## src/mbp_pkg.sv

```systemverilog
// Shared constants for the host-side controller of a multiplexed-bus nonvolatile memory.
// Assumes a 100 MHz system clock; all timing below is counted in those cycles.
package mbp_pkg;
    // ------------------------------------------------------------
    // Clock and timing
    // ------------------------------------------------------------
    localparam int CLK_PERIOD_NS = 10;
    localparam int ALE_WIDTH_NS = 80;
    localparam int ADDR_SETUP_NS = 20;
    localparam int ADDR_HOLD_NS = 30;
    localparam int ACCESS_NS = 120;
    localparam int WR_WIDTH_NS = 50;
    localparam int DATA_HOLD_NS = 20;
    localparam int PAGE_WINDOW_US = 100;
    localparam int ALE_CYC = (ALE_WIDTH_NS + CLK_PERIOD_NS - 1) / CLK_PERIOD_NS;
    localparam int SETUP_CYC = (ADDR_SETUP_NS + CLK_PERIOD_NS - 1) / CLK_PERIOD_NS;
    localparam int HOLD_CYC = (ADDR_HOLD_NS + CLK_PERIOD_NS - 1) / CLK_PERIOD_NS;
    // Access plus pin skew, three synchroniser stages, the agreement stage and capture
    localparam int ACC_CYC = (ACCESS_NS + CLK_PERIOD_NS - 1) / CLK_PERIOD_NS + 6;
    localparam int WR_CYC = (WR_WIDTH_NS + CLK_PERIOD_NS - 1) / CLK_PERIOD_NS;
    localparam int DHOLD_CYC = (DATA_HOLD_NS + CLK_PERIOD_NS - 1) / CLK_PERIOD_NS;
    // Longest gap between page bytes, rounded down
    localparam int PAGE_WINDOW_CYC = PAGE_WINDOW_US * 1000 / CLK_PERIOD_NS;
    localparam int CNT_W = 14;
    // ------------------------------------------------------------
    // Address layout
    // ------------------------------------------------------------
    localparam int ADDR_W = 13;
    localparam int PAGE_LSB = 6;
    localparam int PLANE_BIT = 12;
    localparam int TOGGLE_BIT = 6;
    // ------------------------------------------------------------
    // Bus styles
    // ------------------------------------------------------------
    typedef enum logic {
        MBP_STYLE_HARVARD = 1'b0,
        MBP_STYLE_MOTO = 1'b1
    } mbp_style_t;
endpackage

```

## src/mbp_host.sv

```systemverilog
// Host-side controller driving a multiplexed address/data nonvolatile memory.
// Assumes one 100 MHz clock; pins connect directly to the memory device.
// Functional notes
// - Chip select low for every access
// - Fetch-only use keeps read/write high
// - Fetch strobe held low in moto style
// - Data captured on write strobe rise; on E fall in moto style
// - Next page byte within 100 us
// - Page bytes share bits six upward
`timescale 1ns/1ps
`default_nettype none
module mbp_host #(
    parameter int PAGE_WINDOW = mbp_pkg::PAGE_WINDOW_CYC
) (
    // Clock, reset, enable
    input wire logic I_CLOCK,
    input wire logic I_RST_N,
    input wire logic I_CE,
    // Configuration
    input wire logic I_STYLE_MOTO,
    input wire logic I_ABORT_PAGE,
    // User request
    input wire logic I_REQ_VALID,
    input wire logic I_REQ_WRITE,
    input wire logic I_REQ_FETCH,
    input wire logic [12:0] I_REQ_ADDR,
    input wire logic [7:0] I_REQ_WDATA,
    output logic O_REQ_READY,
    output logic O_RSP_VALID,
    output logic [7:0] O_RSP_RDATA,
    output logic O_PAGE_OPEN,
    output logic O_PAGE_REFUSED,
    // Memory pins
    output logic O_ALE,
    output logic O_CE_N,
    output logic O_RD_N,
    output logic O_WR_N,
    output logic O_PROGRAM_FETCH_STROBE_N,
    output logic O_WRITE_INHIBIT,
    output logic [4:0] O_HIGH_ADDR,
    output logic [7:0] O_MUX_ADDR_DATA,
    output logic O_MUX_ADDR_DATA_OE,
    input wire logic [7:0] I_MUX_ADDR_DATA
);
    // ------------------------------------------------------------
    // State
    // ------------------------------------------------------------
    typedef enum logic [2:0] {
        ST_IDLE = 3'b000,
        ST_SETUP = 3'b001,
        ST_LATCH = 3'b010,
        ST_HOLD = 3'b011,
        ST_STROBE = 3'b100,
        ST_RELEASE = 3'b101
    } mbp_state_t;

    mbp_state_t state_q;
    logic [mbp_pkg::CNT_W-1:0] cnt_q;
    logic [mbp_pkg::CNT_W-1:0] win_q;
    logic write_q;
    logic fetch_q;
    logic [12:0] addr_q;
    logic [7:0] wdata_q;
    logic page_open_q;
    logic [12:mbp_pkg::PAGE_LSB] page_base_q;
    logic [7:0] rd_sync;
    logic same_page;
    logic moto;

    assign moto = I_STYLE_MOTO;
    assign same_page = I_REQ_ADDR[12:mbp_pkg::PAGE_LSB] == page_base_q;

    mbp_sync #(
        .W(8)
    ) u_sync (
        .i_clk(I_CLOCK),
        .i_rst_n(I_RST_N),
        .i_ce(I_CE),
        .i_d(I_MUX_ADDR_DATA),
        .o_q(rd_sync)
    );

    // ------------------------------------------------------------
    // Request acceptance
    // ------------------------------------------------------------
    // A write to another page while one is open is refused
    assign O_PAGE_REFUSED = I_REQ_VALID && I_REQ_WRITE && page_open_q && !same_page;
    assign O_REQ_READY = (state_q == ST_IDLE) && !O_PAGE_REFUSED;
    assign O_PAGE_OPEN = page_open_q;

    // ------------------------------------------------------------
    // Sequencer
    // ------------------------------------------------------------
    always_ff @(posedge I_CLOCK or negedge I_RST_N) begin
        if (!I_RST_N) begin
            state_q <= ST_IDLE;
            cnt_q <= '0;
            write_q <= 1'b0;
            fetch_q <= 1'b0;
            addr_q <= '0;
            wdata_q <= '0;
        end else if (I_CE) begin
            unique case (state_q)
                ST_IDLE: begin
                    if (I_REQ_VALID && O_REQ_READY) begin
                        write_q <= I_REQ_WRITE;
                        fetch_q <= I_REQ_FETCH && !I_REQ_WRITE && !moto;
                        addr_q <= I_REQ_ADDR;
                        wdata_q <= I_REQ_WDATA;
                        cnt_q <= mbp_pkg::CNT_W'(mbp_pkg::SETUP_CYC);
                        state_q <= ST_SETUP;
                    end
                end
                ST_SETUP: begin
                    cnt_q <= cnt_q - 1'b1;
                    if (cnt_q == 1) begin
                        cnt_q <= mbp_pkg::CNT_W'(mbp_pkg::ALE_CYC - mbp_pkg::SETUP_CYC);
                        state_q <= ST_LATCH;
                    end
                end
                ST_LATCH: begin
                    cnt_q <= cnt_q - 1'b1;
                    if (cnt_q <= 1) begin
                        cnt_q <= mbp_pkg::CNT_W'(mbp_pkg::HOLD_CYC);
                        state_q <= ST_HOLD;
                    end
                end
                ST_HOLD: begin
                    cnt_q <= cnt_q - 1'b1;
                    if (cnt_q == 1) begin
                        cnt_q <= write_q ? mbp_pkg::CNT_W'(mbp_pkg::WR_CYC) : mbp_pkg::CNT_W'(mbp_pkg::ACC_CYC);
                        state_q <= ST_STROBE;
                    end
                end
                ST_STROBE: begin
                    cnt_q <= cnt_q - 1'b1;
                    if (cnt_q == 1) begin
                        cnt_q <= mbp_pkg::CNT_W'(mbp_pkg::DHOLD_CYC);
                        state_q <= ST_RELEASE;
                    end
                end
                ST_RELEASE: begin
                    cnt_q <= cnt_q - 1'b1;
                    if (cnt_q == 1) begin
                        state_q <= ST_IDLE;
                    end
                end
                default: begin
                    state_q <= ST_IDLE;
                end
            endcase
        end
    end

    // ------------------------------------------------------------
    // Pin drive
    // ------------------------------------------------------------
    logic latching;
    logic strobing;
    logic active;
    assign latching = (state_q == ST_SETUP) || (state_q == ST_LATCH);
    assign strobing = state_q == ST_STROBE;
    assign active = state_q != ST_IDLE;

    always_ff @(posedge I_CLOCK or negedge I_RST_N) begin
        if (!I_RST_N) begin
            O_ALE <= 1'b1;
            O_CE_N <= 1'b1;
            O_RD_N <= 1'b1;
            O_WR_N <= 1'b1;
            O_PROGRAM_FETCH_STROBE_N <= 1'b1;
            O_HIGH_ADDR <= '0;
            O_MUX_ADDR_DATA <= '0;
            O_MUX_ADDR_DATA_OE <= 1'b0;
        end else if (I_CE) begin
            // Idle: select and latch both high put the device in standby
            O_ALE <= !active || latching;
            // Select held low over the whole access
            O_CE_N <= !active;
            // Address on the pins while latch is high and held after it falls
            O_HIGH_ADDR <= addr_q[12:8];
            O_MUX_ADDR_DATA <= (latching || state_q == ST_HOLD) ? addr_q[7:0] : wdata_q;
            O_MUX_ADDR_DATA_OE <= latching || state_q == ST_HOLD || (write_q && (strobing || state_q == ST_RELEASE));
            if (moto) begin
                // E on the read pin, R/W on the write pin; fetch strobe held low
                O_PROGRAM_FETCH_STROBE_N <= 1'b0;
                O_RD_N <= strobing;
                O_WR_N <= !(active && write_q);
            end else begin
                // Reads via fetch or read strobe; unused ones stay high
                O_PROGRAM_FETCH_STROBE_N <= !(strobing && fetch_q);
                O_RD_N <= !(strobing && !write_q && !fetch_q);
                O_WR_N <= !(strobing && write_q);
            end
        end
    end

    // ------------------------------------------------------------
    // Read data capture
    // ------------------------------------------------------------
    always_ff @(posedge I_CLOCK or negedge I_RST_N) begin
        if (!I_RST_N) begin
            O_RSP_VALID <= 1'b0;
            O_RSP_RDATA <= '0;
        end else if (I_CE) begin
            O_RSP_VALID <= 1'b0;
            if (strobing && !write_q && cnt_q == 1) begin
                O_RSP_VALID <= 1'b1;
                O_RSP_RDATA <= rd_sync;
            end
        end
    end

    // ------------------------------------------------------------
    // Page window and write inhibit
    // ------------------------------------------------------------
    logic wr_done;
    assign wr_done = write_q && state_q == ST_RELEASE && cnt_q == 1;

    always_ff @(posedge I_CLOCK or negedge I_RST_N) begin
        if (!I_RST_N) begin
            page_open_q <= 1'b0;
            page_base_q <= '0;
            win_q <= '0;
        end else if (I_CE) begin
            if (wr_done) begin
                // Each byte restarts the page window
                page_open_q <= 1'b1;
                page_base_q <= addr_q[12:mbp_pkg::PAGE_LSB];
                win_q <= mbp_pkg::CNT_W'(PAGE_WINDOW);
            end else if (page_open_q) begin
                win_q <= win_q - 1'b1;
                if (win_q == 1 || O_WRITE_INHIBIT) begin
                    page_open_q <= 1'b0;
                end
            end
        end
    end

    always_ff @(posedge I_CLOCK or negedge I_RST_N) begin
        if (!I_RST_N) begin
            O_WRITE_INHIBIT <= 1'b0;
        end else if (I_CE) begin
            // Raised the cycle after I_ABORT_PAGE is seen while a page is open or its byte completes, to abort the page
            O_WRITE_INHIBIT <= I_ABORT_PAGE && (page_open_q || wr_done);
        end
    end

    // ------------------------------------------------------------
    // Checks
    // ------------------------------------------------------------
    sta_select_a: assert property (@(posedge I_CLOCK) disable iff (!I_RST_N)
        (!O_RD_N || !O_WR_N) && !$past(moto) |-> !O_CE_N)
        else $error("strobe without chip select");
    standby_a: assert property (@(posedge I_CLOCK) disable iff (!I_RST_N)
        I_CE && state_q == ST_IDLE |=> O_CE_N && O_ALE)
        else $error("idle not standby");
    ale_addr_a: assert property (@(posedge I_CLOCK) disable iff (!I_RST_N)
        I_CE && $past(I_CE) && O_ALE && !O_CE_N |-> O_MUX_ADDR_DATA_OE && O_MUX_ADDR_DATA == addr_q[7:0])
        else $error("address missing while latch high");
    fetch_only_a: assert property (@(posedge I_CLOCK) disable iff (!I_RST_N)
        !O_PROGRAM_FETCH_STROBE_N && !$past(moto) |-> O_RD_N && O_WR_N)
        else $error("fetch overlaps read or write");
    moto_fetch_a: assert property (@(posedge I_CLOCK) disable iff (!I_RST_N)
        I_CE && moto && $past(moto) && $past(I_CE) |-> !O_PROGRAM_FETCH_STROBE_N)
        else $error("fetch strobe not low in moto style");
    wr_data_a: assert property (@(posedge I_CLOCK) disable iff (!I_RST_N)
        !$past(moto) && $rose(O_WR_N) |-> O_MUX_ADDR_DATA_OE && O_MUX_ADDR_DATA == wdata_q)
        else $error("no data at write strobe rise");
    page_same_a: assert property (@(posedge I_CLOCK) disable iff (!I_RST_N)
        I_CE && state_q == ST_IDLE && page_open_q && I_REQ_VALID && I_REQ_WRITE && O_REQ_READY
        |=> addr_q[12:mbp_pkg::PAGE_LSB] == page_base_q)
        else $error("page crossed");
    ale_low_a: assert property (@(posedge I_CLOCK) disable iff (!I_RST_N)
        I_CE && $fell(O_ALE) |-> !O_CE_N ##1 (!I_CE || !O_ALE))
        else $error("latch fell outside access");
    addr_hold_a: assert property (@(posedge I_CLOCK) disable iff (!I_RST_N)
        $fell(O_ALE) |-> O_MUX_ADDR_DATA_OE && O_MUX_ADDR_DATA == addr_q[7:0])
        else $error("address not held after latch fell");
    read_cov: cover property (@(posedge I_CLOCK) O_RSP_VALID && !moto);
    write_cov: cover property (@(posedge I_CLOCK) wr_done);
    moto_cov: cover property (@(posedge I_CLOCK) O_RSP_VALID && moto);
    abort_cov: cover property (@(posedge I_CLOCK) O_WRITE_INHIBIT);
endmodule
`default_nettype wire

```

## src/mbp_sync.sv

```systemverilog
// Three-stage synchroniser with agreement filter for pin inputs.
// Assumes the input is asynchronous to i_clk.
`timescale 1ns/1ps
`default_nettype none
module mbp_sync #(
    parameter int W = 8
) (
    input wire logic i_clk,
    input wire logic i_rst_n,
    input wire logic i_ce,
    input wire logic [W-1:0] i_d,
    output logic [W-1:0] o_q
);
    logic [W-1:0] s1_q;
    logic [W-1:0] s2_q;
    logic [W-1:0] s3_q;

    always_ff @(posedge i_clk or negedge i_rst_n) begin
        if (!i_rst_n) begin
            s1_q <= '0;
            s2_q <= '0;
            s3_q <= '0;
            o_q <= '0;
        end else if (i_ce) begin
            s1_q <= i_d;
            s2_q <= s1_q;
            s3_q <= s2_q;
            // Accept a change only once two later stages agree
            for (int k = 0; k < W; k++) begin
                if (s2_q[k] == s3_q[k]) begin
                    o_q[k] <= s3_q[k];
                end
            end
        end
    end
endmodule
`default_nettype wire

```

## config.mk

```make
export PLATFORM = sky130hd
export DESIGN_NAME = mbp_host
export DESIGN_NICKNAME = d
export VERILOG_FILES = /design/src/mbp_pkg.sv /design/src/mbp_host.sv /design/src/mbp_sync.sv
export SDC_FILE = /design/constraint.sdc
export NUM_CORES = 1
export LEC_CHECK = 0
export BUFFER_PORTS_ARGS = -buffer_cell sky130_fd_sc_hd__buf_2
export CORE_ASPECT_RATIO = 0.5
export CORE_UTILIZATION = 40
export CTS_CLUSTER_SIZE = 24
export DETAILED_ROUTE_END_ITERATION = 10
export PLACE_DENSITY_LB_ADDON = 0.08
export SLEW_MARGIN = 20
export SYNTH_ARGS = -nofsm -noshare
export SYNTH_HDL_FRONTEND = slang
export SYNTH_SLANG_ARGS = --single-unit
```

## constraint.sdc

```tcl
create_clock -name I_CLOCK -period 3 [get_ports I_CLOCK]
set_input_delay 0.6 -clock I_CLOCK [delete_from_list [all_inputs] [get_ports I_CLOCK]]
set_output_delay 0.6 -clock I_CLOCK [all_outputs]
set_load 0.005 [all_outputs]
```

=== Yosys cells after proc, flatten, opt, wreduce, memory -nomap -nowiden ===
Index checks and enable logic that the tools add are counted.

* Register bits after elaboration: 123
* Input port bits: 37
* Output and inout bits: 32
* Logic and storage cells: 133

* Add/subtract/negate cells: 2
* $lt $le $gt $ge: 1
* Equal/unequal tests: 22
* Mux-type cells: 24
* Reduce and logical (&&, ||, !) cells: 53

{| class="wikitable"
|+ Operators by type and width
! operator !! number
|-
| 2-to-1 mux 14 bit || 7
|-
| one-hot mux 14 bit (6 select lines) || 1
|-
| == test 14 x 1 -> 1 bit (second input constant) || 2
|-
| subtractor 14 x 1 -> 14 bit (second input constant) || 2
|-
| AND reduction 2 bit || 11
|-
| 2-to-1 mux 3 bit || 6
|-
| one-hot mux 3 bit (6 select lines) || 1
|-
| logical AND 1 bit || 17
|-
| less-or-equal comparator 14 x 1 -> 1 bit (second input constant) || 1
|-
| logical NOT 1 bit || 11
|-
| == test 1 bit || 8
|-
| 2-to-1 mux 8 bit || 1
|-
| inequality test 2 x 1 -> 1 bit (second input constant) || 4
|-
| == test 7 bit || 1
|-
| logical OR 1 bit || 7
|-
| 2-to-1 mux 1 bit || 7
|-
| AND reduction 7 bit || 1
|-
| == test 3 x 2 -> 1 bit (second input constant) || 2
|-
| == test 3 bit (second input constant) || 2
|-
| AND reduction 3 bit || 2
|-
| nonzero test 6 bit || 1
|-
| 2-to-1 mux 5 bit || 1
|-
| inequality test 2 bit (second input constant) || 2
|-
| == test 3 x 1 -> 1 bit (second input constant) || 1
|-
| other kinds (3) || 3
|}

=== Logic depth before layout (Yosys ltp) ===
* Depth after elaboration: 8
* Mapped depth: 11
* Depth with buffers taken out: 8

=== By module ===
A second synthesis with hierarchy kept.

* Cell total of the unflattened synthesis: 502
* Area total of the unflattened synthesis: 5713.0 um2

{| class="wikitable"
|+ Modules (own cells, without submodules)
! module !! instances !! cells each !! area each (um2) !! sequential area each (um2)
|-
| mbp_host || 1 || 411 || 4415.5 || 2283.4
|-
| mbp_sync || 1 || 91 || 1297.5 || 800.8
|}

=== Worst setup path before layout ===
No wires, ideal clock.

* Path type: reg2reg
* Start point: register state_q[1]
* End point: register cnt_q[11] (netlist name)
* Library setup time: 0.083 ns
* Arrival: 2.587 ns
* Required time: 2.917 ns
* Slack: 0.330 ns
* Cell stages (with the launch flop): 11
* Buffers on the path: 2
* Clock period less this slack: 2.670 ns
* Path through: dfrtp_1 -> clkbuf_1 -> clkbuf_1 -> inv_1 -> ha_1 -> or3b_2 -> a41oi_1 -> a211oi_2 -> nand2_1 -> or4b_1 -> o21ai_0

* Word-level cells in the longest chain between the ends: 5
* Elaborated cells between the ends (all ways): 12
* Classes of those cells: 6 x eq/ne; 1 x mux; 5 x reduce/logical

{| class="wikitable"
|+ Ends and longest elaborated chain
! element !! line !! text
|-
| from (decl) || mbp_host.sv:57 || <nowiki>mbp_state_t state_q;</nowiki>
|-
| from (signal assigned) || mbp_host.sv:96 || <nowiki>state_q <= ST_IDLE;</nowiki>
|-
| from (signal assigned) || mbp_host.sv:111 || <nowiki>state_q <= ST_SETUP;</nowiki>
|-
| from (signal assigned) || mbp_host.sv:118 || <nowiki>state_q <= ST_LATCH;</nowiki>
|-
| logical NOT 3 bit || mbp_host.sv:88, mbp_host.sv:103 ||
|-
| logical AND 1 bit || mbp_host.sv:88 || <nowiki>assign O_REQ_READY = (state_q == ST_IDLE) && !O_PAGE_REFUSED;</nowiki>
|-
| logical AND 1 bit || mbp_host.sv:105 || <nowiki>if (I_REQ_VALID && O_REQ_READY) begin</nowiki>
|-
| inequality test 2 x 1 -> 1 bit (no source line) || n/a ||
|-
| AND reduction 3 bit (no source line) || n/a ||
|-
| to (signal assigned) || mbp_host.sv:110 || <nowiki>cnt_q <= mbp_pkg::CNT_W'(mbp_pkg::SETUP_CYC);</nowiki>
|-
| to (signal assigned) || mbp_host.sv:115 || <nowiki>cnt_q <= cnt_q - 1'b1;</nowiki>
|-
| to (signal assigned) || mbp_host.sv:117 || <nowiki>cnt_q <= mbp_pkg::CNT_W'(mbp_pkg::ALE_CYC - mbp_pkg::SETUP_CYC);</nowiki>
|-
| to (decl) || mbp_host.sv:58 || <nowiki>logic [mbp_pkg::CNT_W-1:0] cnt_q;</nowiki>
|}

Parallel ways exist; a longest one is shown, timed or not.
A chain may end at the register's enable or synchronous reset.

=== Worst setup path after layout ===
* Start point: register page_base_q[7] (netlist name)
* End point: output O_REQ_READY

* Word-level cells in the longest chain between the ends: 5

{| class="wikitable"
|+ Ends and longest elaborated chain
! element !! line !! text
|-
| from (decl) || mbp_host.sv:65 || <nowiki>logic [12:mbp_pkg::PAGE_LSB] page_base_q;</nowiki>
|-
| from (signal assigned) || mbp_host.sv:229 || <nowiki>page_base_q <= addr_q[12:mbp_pkg::PAGE_LSB];</nowiki>
|-
| == test 7 bit || mbp_host.sv:71 || <nowiki>assign same_page = I_REQ_ADDR[12:mbp_pkg::PAGE_LSB] == page_base_q;</nowiki>
|-
| logical NOT 1 bit || mbp_host.sv:87 || <nowiki>assign O_PAGE_REFUSED = I_REQ_VALID && I_REQ_WRITE && page_open_q && !same_page;</nowiki>
|-
| logical AND 1 bit || mbp_host.sv:87 ||
|-
| logical NOT 1 bit || mbp_host.sv:88 ||
|-
| logical AND 1 bit || mbp_host.sv:88 ||
|-
| to (decl) || mbp_host.sv:28 || <nowiki>output logic O_REQ_READY,</nowiki>
|}

No other way between the ends.

==> results.yml <==
clocking:
  cts.clk_slew.worst_paths_ns: 0.06
  cts_resized: 0
  post-cts-setup-buffers: 0
  cts_tree: "yes"
  cts_buffers: 17
  holdBufCountCts: 0
  clkLatencyLatePin_ns: 0.42
  root_buffer: "clkbuf_16"
  h-tree-depth: 4
  cts.sink_count: 123
  clockBufferDepth: 2
placed_design:
  dp.cells: 772
  dpl.hpwl_mm: 8.41
  portBuffers: 68
  routabilityCongestion: 0.808
setup_path:
  worst-path-buf-inv: 1
  worstSetupPathType: "reg2out"
  startpoint: "page_base_q[7]$_DFFE_PN0P_"
  worstPathMaxFanout: 2
  cp.required_ns: 2.40
  crit_cells: 6
  cp-endpoint: "O_REQ_READY"
  crit_family: "simple AND/OR/NAND/NOR gates"
  slowest_delay_ns: 0.50
  r2r-end: "cnt_q[11]$_DFFE_PN0P_"
  reg2reg_depth: 8
  r2r_start: "state_q[1]$_DFFE_PN0P_"
  end_kind: "primary output"
  crit_chain: "xor2_1 > nor4_1 > and3_1 > nor3b_1 > nor2_1 > buf_2"
  crit_slowest_cell: "nor4_1"
  ff2ff_setup_slack_ns: 0.44
  startpoint_type: "flip-flop"
  cp_data_arrival_time_ns: 2.09
layout:
  areaGrowthSynthToFinish_pct: 21.9
  seq_area_mm2: 0.00308
  finalNonFillerCells: 804
  fillers: 1280
  antenna_cells: 0
  multi_input_area_mm2: 0.00258
  drive_above_1_share_pct: 32.8
  fin_nets: 642
die:
  die_area_mm2: 0.0151
  ios: 69
  start_util_pct: 42.0
  coreArea_mm2: 0.0139
  dieWidth_um: 173
  num_rows: 30
  die_h_um: 87.4
power_and_ir_drop:
  vdd_ir_drop_max_mv: 0.530
  power_density_mw_per_mm2: 747
  leakagePower_nw: 3.26
drt:
  routed_wl_mm: 12.4
  dr_wl_met2_mm: 5.37
  wl_per_cell_um: 15.5
  maxUsedRoutingLayer: "met4"
  wl_met3_um: 560
  ant_nets: 0
  drt_iter0_markers: 229
  drcViolationCount: 0
  vias_per_cell: 5.11
  firstDrtPassIters: 4
  via_count: 4107
  wl_met1_mm: 6.39
synthesis:
  synth_cell_type_count: 59
  synth_edf_count: 0
  yosysSeqAreaShare_pct: 52.9
  synth_top_family_by_area: "multiplexers"
  synth_cells: 523
  yosys_warnings: 0
  synth_xor_area_share_pct: 2.40
  synthAdderAreaFrac_pct: 1.29
  synthMuxAreaShare_pct: 15.2
  synthArstFlopShare_pct: 100
  synth_compound_area_share_pct: 11.4
  synth_area_mm2: 0.00583
  synth_simple_gate_area_share_pct: 13.9
  syn_area_per_cell_um2: 11.1
  synth_ff_type: "dfrtp_1"
  syn_nets: 566
  synth_seq_cells: 123
flow_run:
  maxCapViolCount: 0
timing:
  worst_pin_slew_ns: 0.727
  tns_ns: 0
  finalClockSkew_ns: 0.00809
  clock.fmax_ghz: 0.371
  final-hold-violation-count: 0
  setup_viol: 0
  grt_setup_unrepaired: "false"
  fin_crit_sh_pct: 89.8
  slew_viol_final: 0
  max_slew_margin_pct: 51.6
  finalCriticalPeriod_ns: 2.69
grt:
  grt_pass1_vias: 3973
  antenna_found_initial: 0
  grtUsageTotal_pct: 17.7
  grt_max_degree: 56
  grt_pass1_wl_mm: 20.6
  overflow: 0
worst_hold_path:
  hp-class: "in2async"
outcome:
  run_status: "finished clean"
==> flip-flops by register name, summed over array words and instances, names as in the netlist, 3 cells and up <==
| signal | cells |
|---|---|
| O_HIGH_ADDR | 5 |
| O_MUX_ADDR_DATA | 8 |
| O_RSP_RDATA | 8 |
| addr_q | 13 |
| cnt_q | 14 |
| page_base_q | 7 |
| state_q | 3 |
| u_sync.o_q | 8 |
| u_sync.s1_q | 8 |
| u_sync.s2_q | 8 |
| u_sync.s3_q | 8 |
| wdata_q | 8 |
| win_q | 14 |
==> layout make-up <==
class                      count  share of cell area, %
sequential                   123                   43.4
multi-input combinational    360                   36.4
inverter                      12                  0.634
clock inverter                13                   3.03
timing repair buffer          85                   6.97
tap                          192                   3.38
clock buffer                  19                   6.23
==> routing by layer <==
metal,global-route usage (%),vias up
met2,25.8,78
met5,0,-
met3,6.24,13
met1,24.4,1985
met4,5.87,0
li1,-,2031
==> Yosys cell counts, types with 3 or more instances <==
cell | number | area [um^2]
dfrtp_1 | 118 | 2950
mux2_2 | 60 | 676
nor2_1 | 46 | 173
a21oi_1 | 40 | 200
nand2_1 | 36 | 135
o21ai_0 | 20 | 100
clkbuf_1 | 15 | 56.3
nand2b_1 | 14 | 87.6
inv_1 | 12 | 45.0
nand3_1 | 10 | 50.1
nor3_1 | 9 | 45.0
or3_1 | 9 | 56.3
mux2_4 | 8 | 120
mux2i_1 | 8 | 80.1
xnor2_1 | 8 | 70.1
xor2_1 | 8 | 70.1
a21o_1 | 7 | 52.6
buf_2 | 7 | 35.0
ha_1 | 6 | 75.1
a22o_1 | 5 | 43.8
a31oi_1 | 5 | 31.3
buf_1 | 5 | 18.8
dfstp_2 | 5 | 131
nor4_1 | 4 | 25.0
o211ai_1 | 4 | 30.0
a41oi_1 | 3 | 26.3
and3_1 | 3 | 18.8
nand4_1 | 3 | 18.8
o2bb2ai_1 | 3 | 26.3
o31ai_1 | 3 | 22.5
or2_2 | 3 | 18.8
==> how the worst min path moves through the flow <==
| stage | start | slack (ns) | end |
|---|---|---|---|
| 3_5_place_dp | u_sync.s3_q[5]$_DFFE_PN0P_ | 0.48 | u_sync.o_q[5]$_DFFE_PN0P_ |
| 2_1_floorplan | I_RST_N | 0.30 | O_HIGH_ADDR[0]$_DFFE_PN0P_ |
| 5_1_grt | I_RST_N | 0.27 | cnt_q[9]$_DFFE_PN0P_ |
| 4_1_cts | I_RST_N | 0.27 | cnt_q[3]$_DFFE_PN0P_ |
| 3_3_place_gp | u_sync.s3_q[1]$_DFFE_PN0P_ | 0.47 | u_sync.o_q[1]$_DFFE_PN0P_ |
| 6_report | I_RST_N | 0.25 | cnt_q[3]$_DFFE_PN0P_ |
==> per-stage QoR <==
| stage | utilization, % | cell area [um^2] | setup WS (ns) | hold WS, ns | power [mW] |
|---|---|---|---|---|---|
| finish | 51.2 | 7110 | 0.305 | 0.248 | 5.31 |
| global route | 51.2 | 7110 | 0.178 | 0.275 | 5.61 |
| CTS | 51.2 | 7110 | 0.299 | 0.267 | 5.38 |
| detailed placement | 46.4 | 6450 | 0.326 | 0.479 | 3.05 |
| global placement | 46.4 | 6450 | 0.371 | 0.469 | 3.03 |
| floorplan | - | 5830 | 0.330 | 0.304 | 2.78 |
==> layout by cell type, fill, tap and decap left out, drive strengths merged, types with 3 or more instances in the layout <==
master,count
and3,3
nor2,46
nand2b,14
mux2,69
clkbuf,19
bufinv,5
a21oi,40
mux2i,8
nand2,36
a211oi,3
a22o,5
a21o,7
o31ai,3
inv,14
ha,6
xnor2,8
clkinvlp,4
nand4,4
or3,9
nor4,7
xor2,8
o21ai,20
or2,5
o211ai,4
a31oi,5
buf,85
a41oi,3
dfrtp,118
dfstp,5
nor3,10
nand3,10
o2bb2ai,3
==> power by group <==
group / internal, mW / leakage (nW) / switching, mW
clock: 1.50 / 0.306 / 0.786
combinational: 0.400 / 1.41 / 0.375
sequential: 1.96 / 1.54 / 0.288
total: 3.86 / 3.26 / 1.45
==> cell families after synthesis <==
group                    count (synthesis)
XOR/XNOR                                16
AND/OR/NAND/NOR                        156
flip-flops                             123
AO/OA/AOI/OAI                          105
adder cells (fa/ha/maj)                  6
multiplexers                            77
buffers and inverters                   40
(Power assumes the default switching activity.)
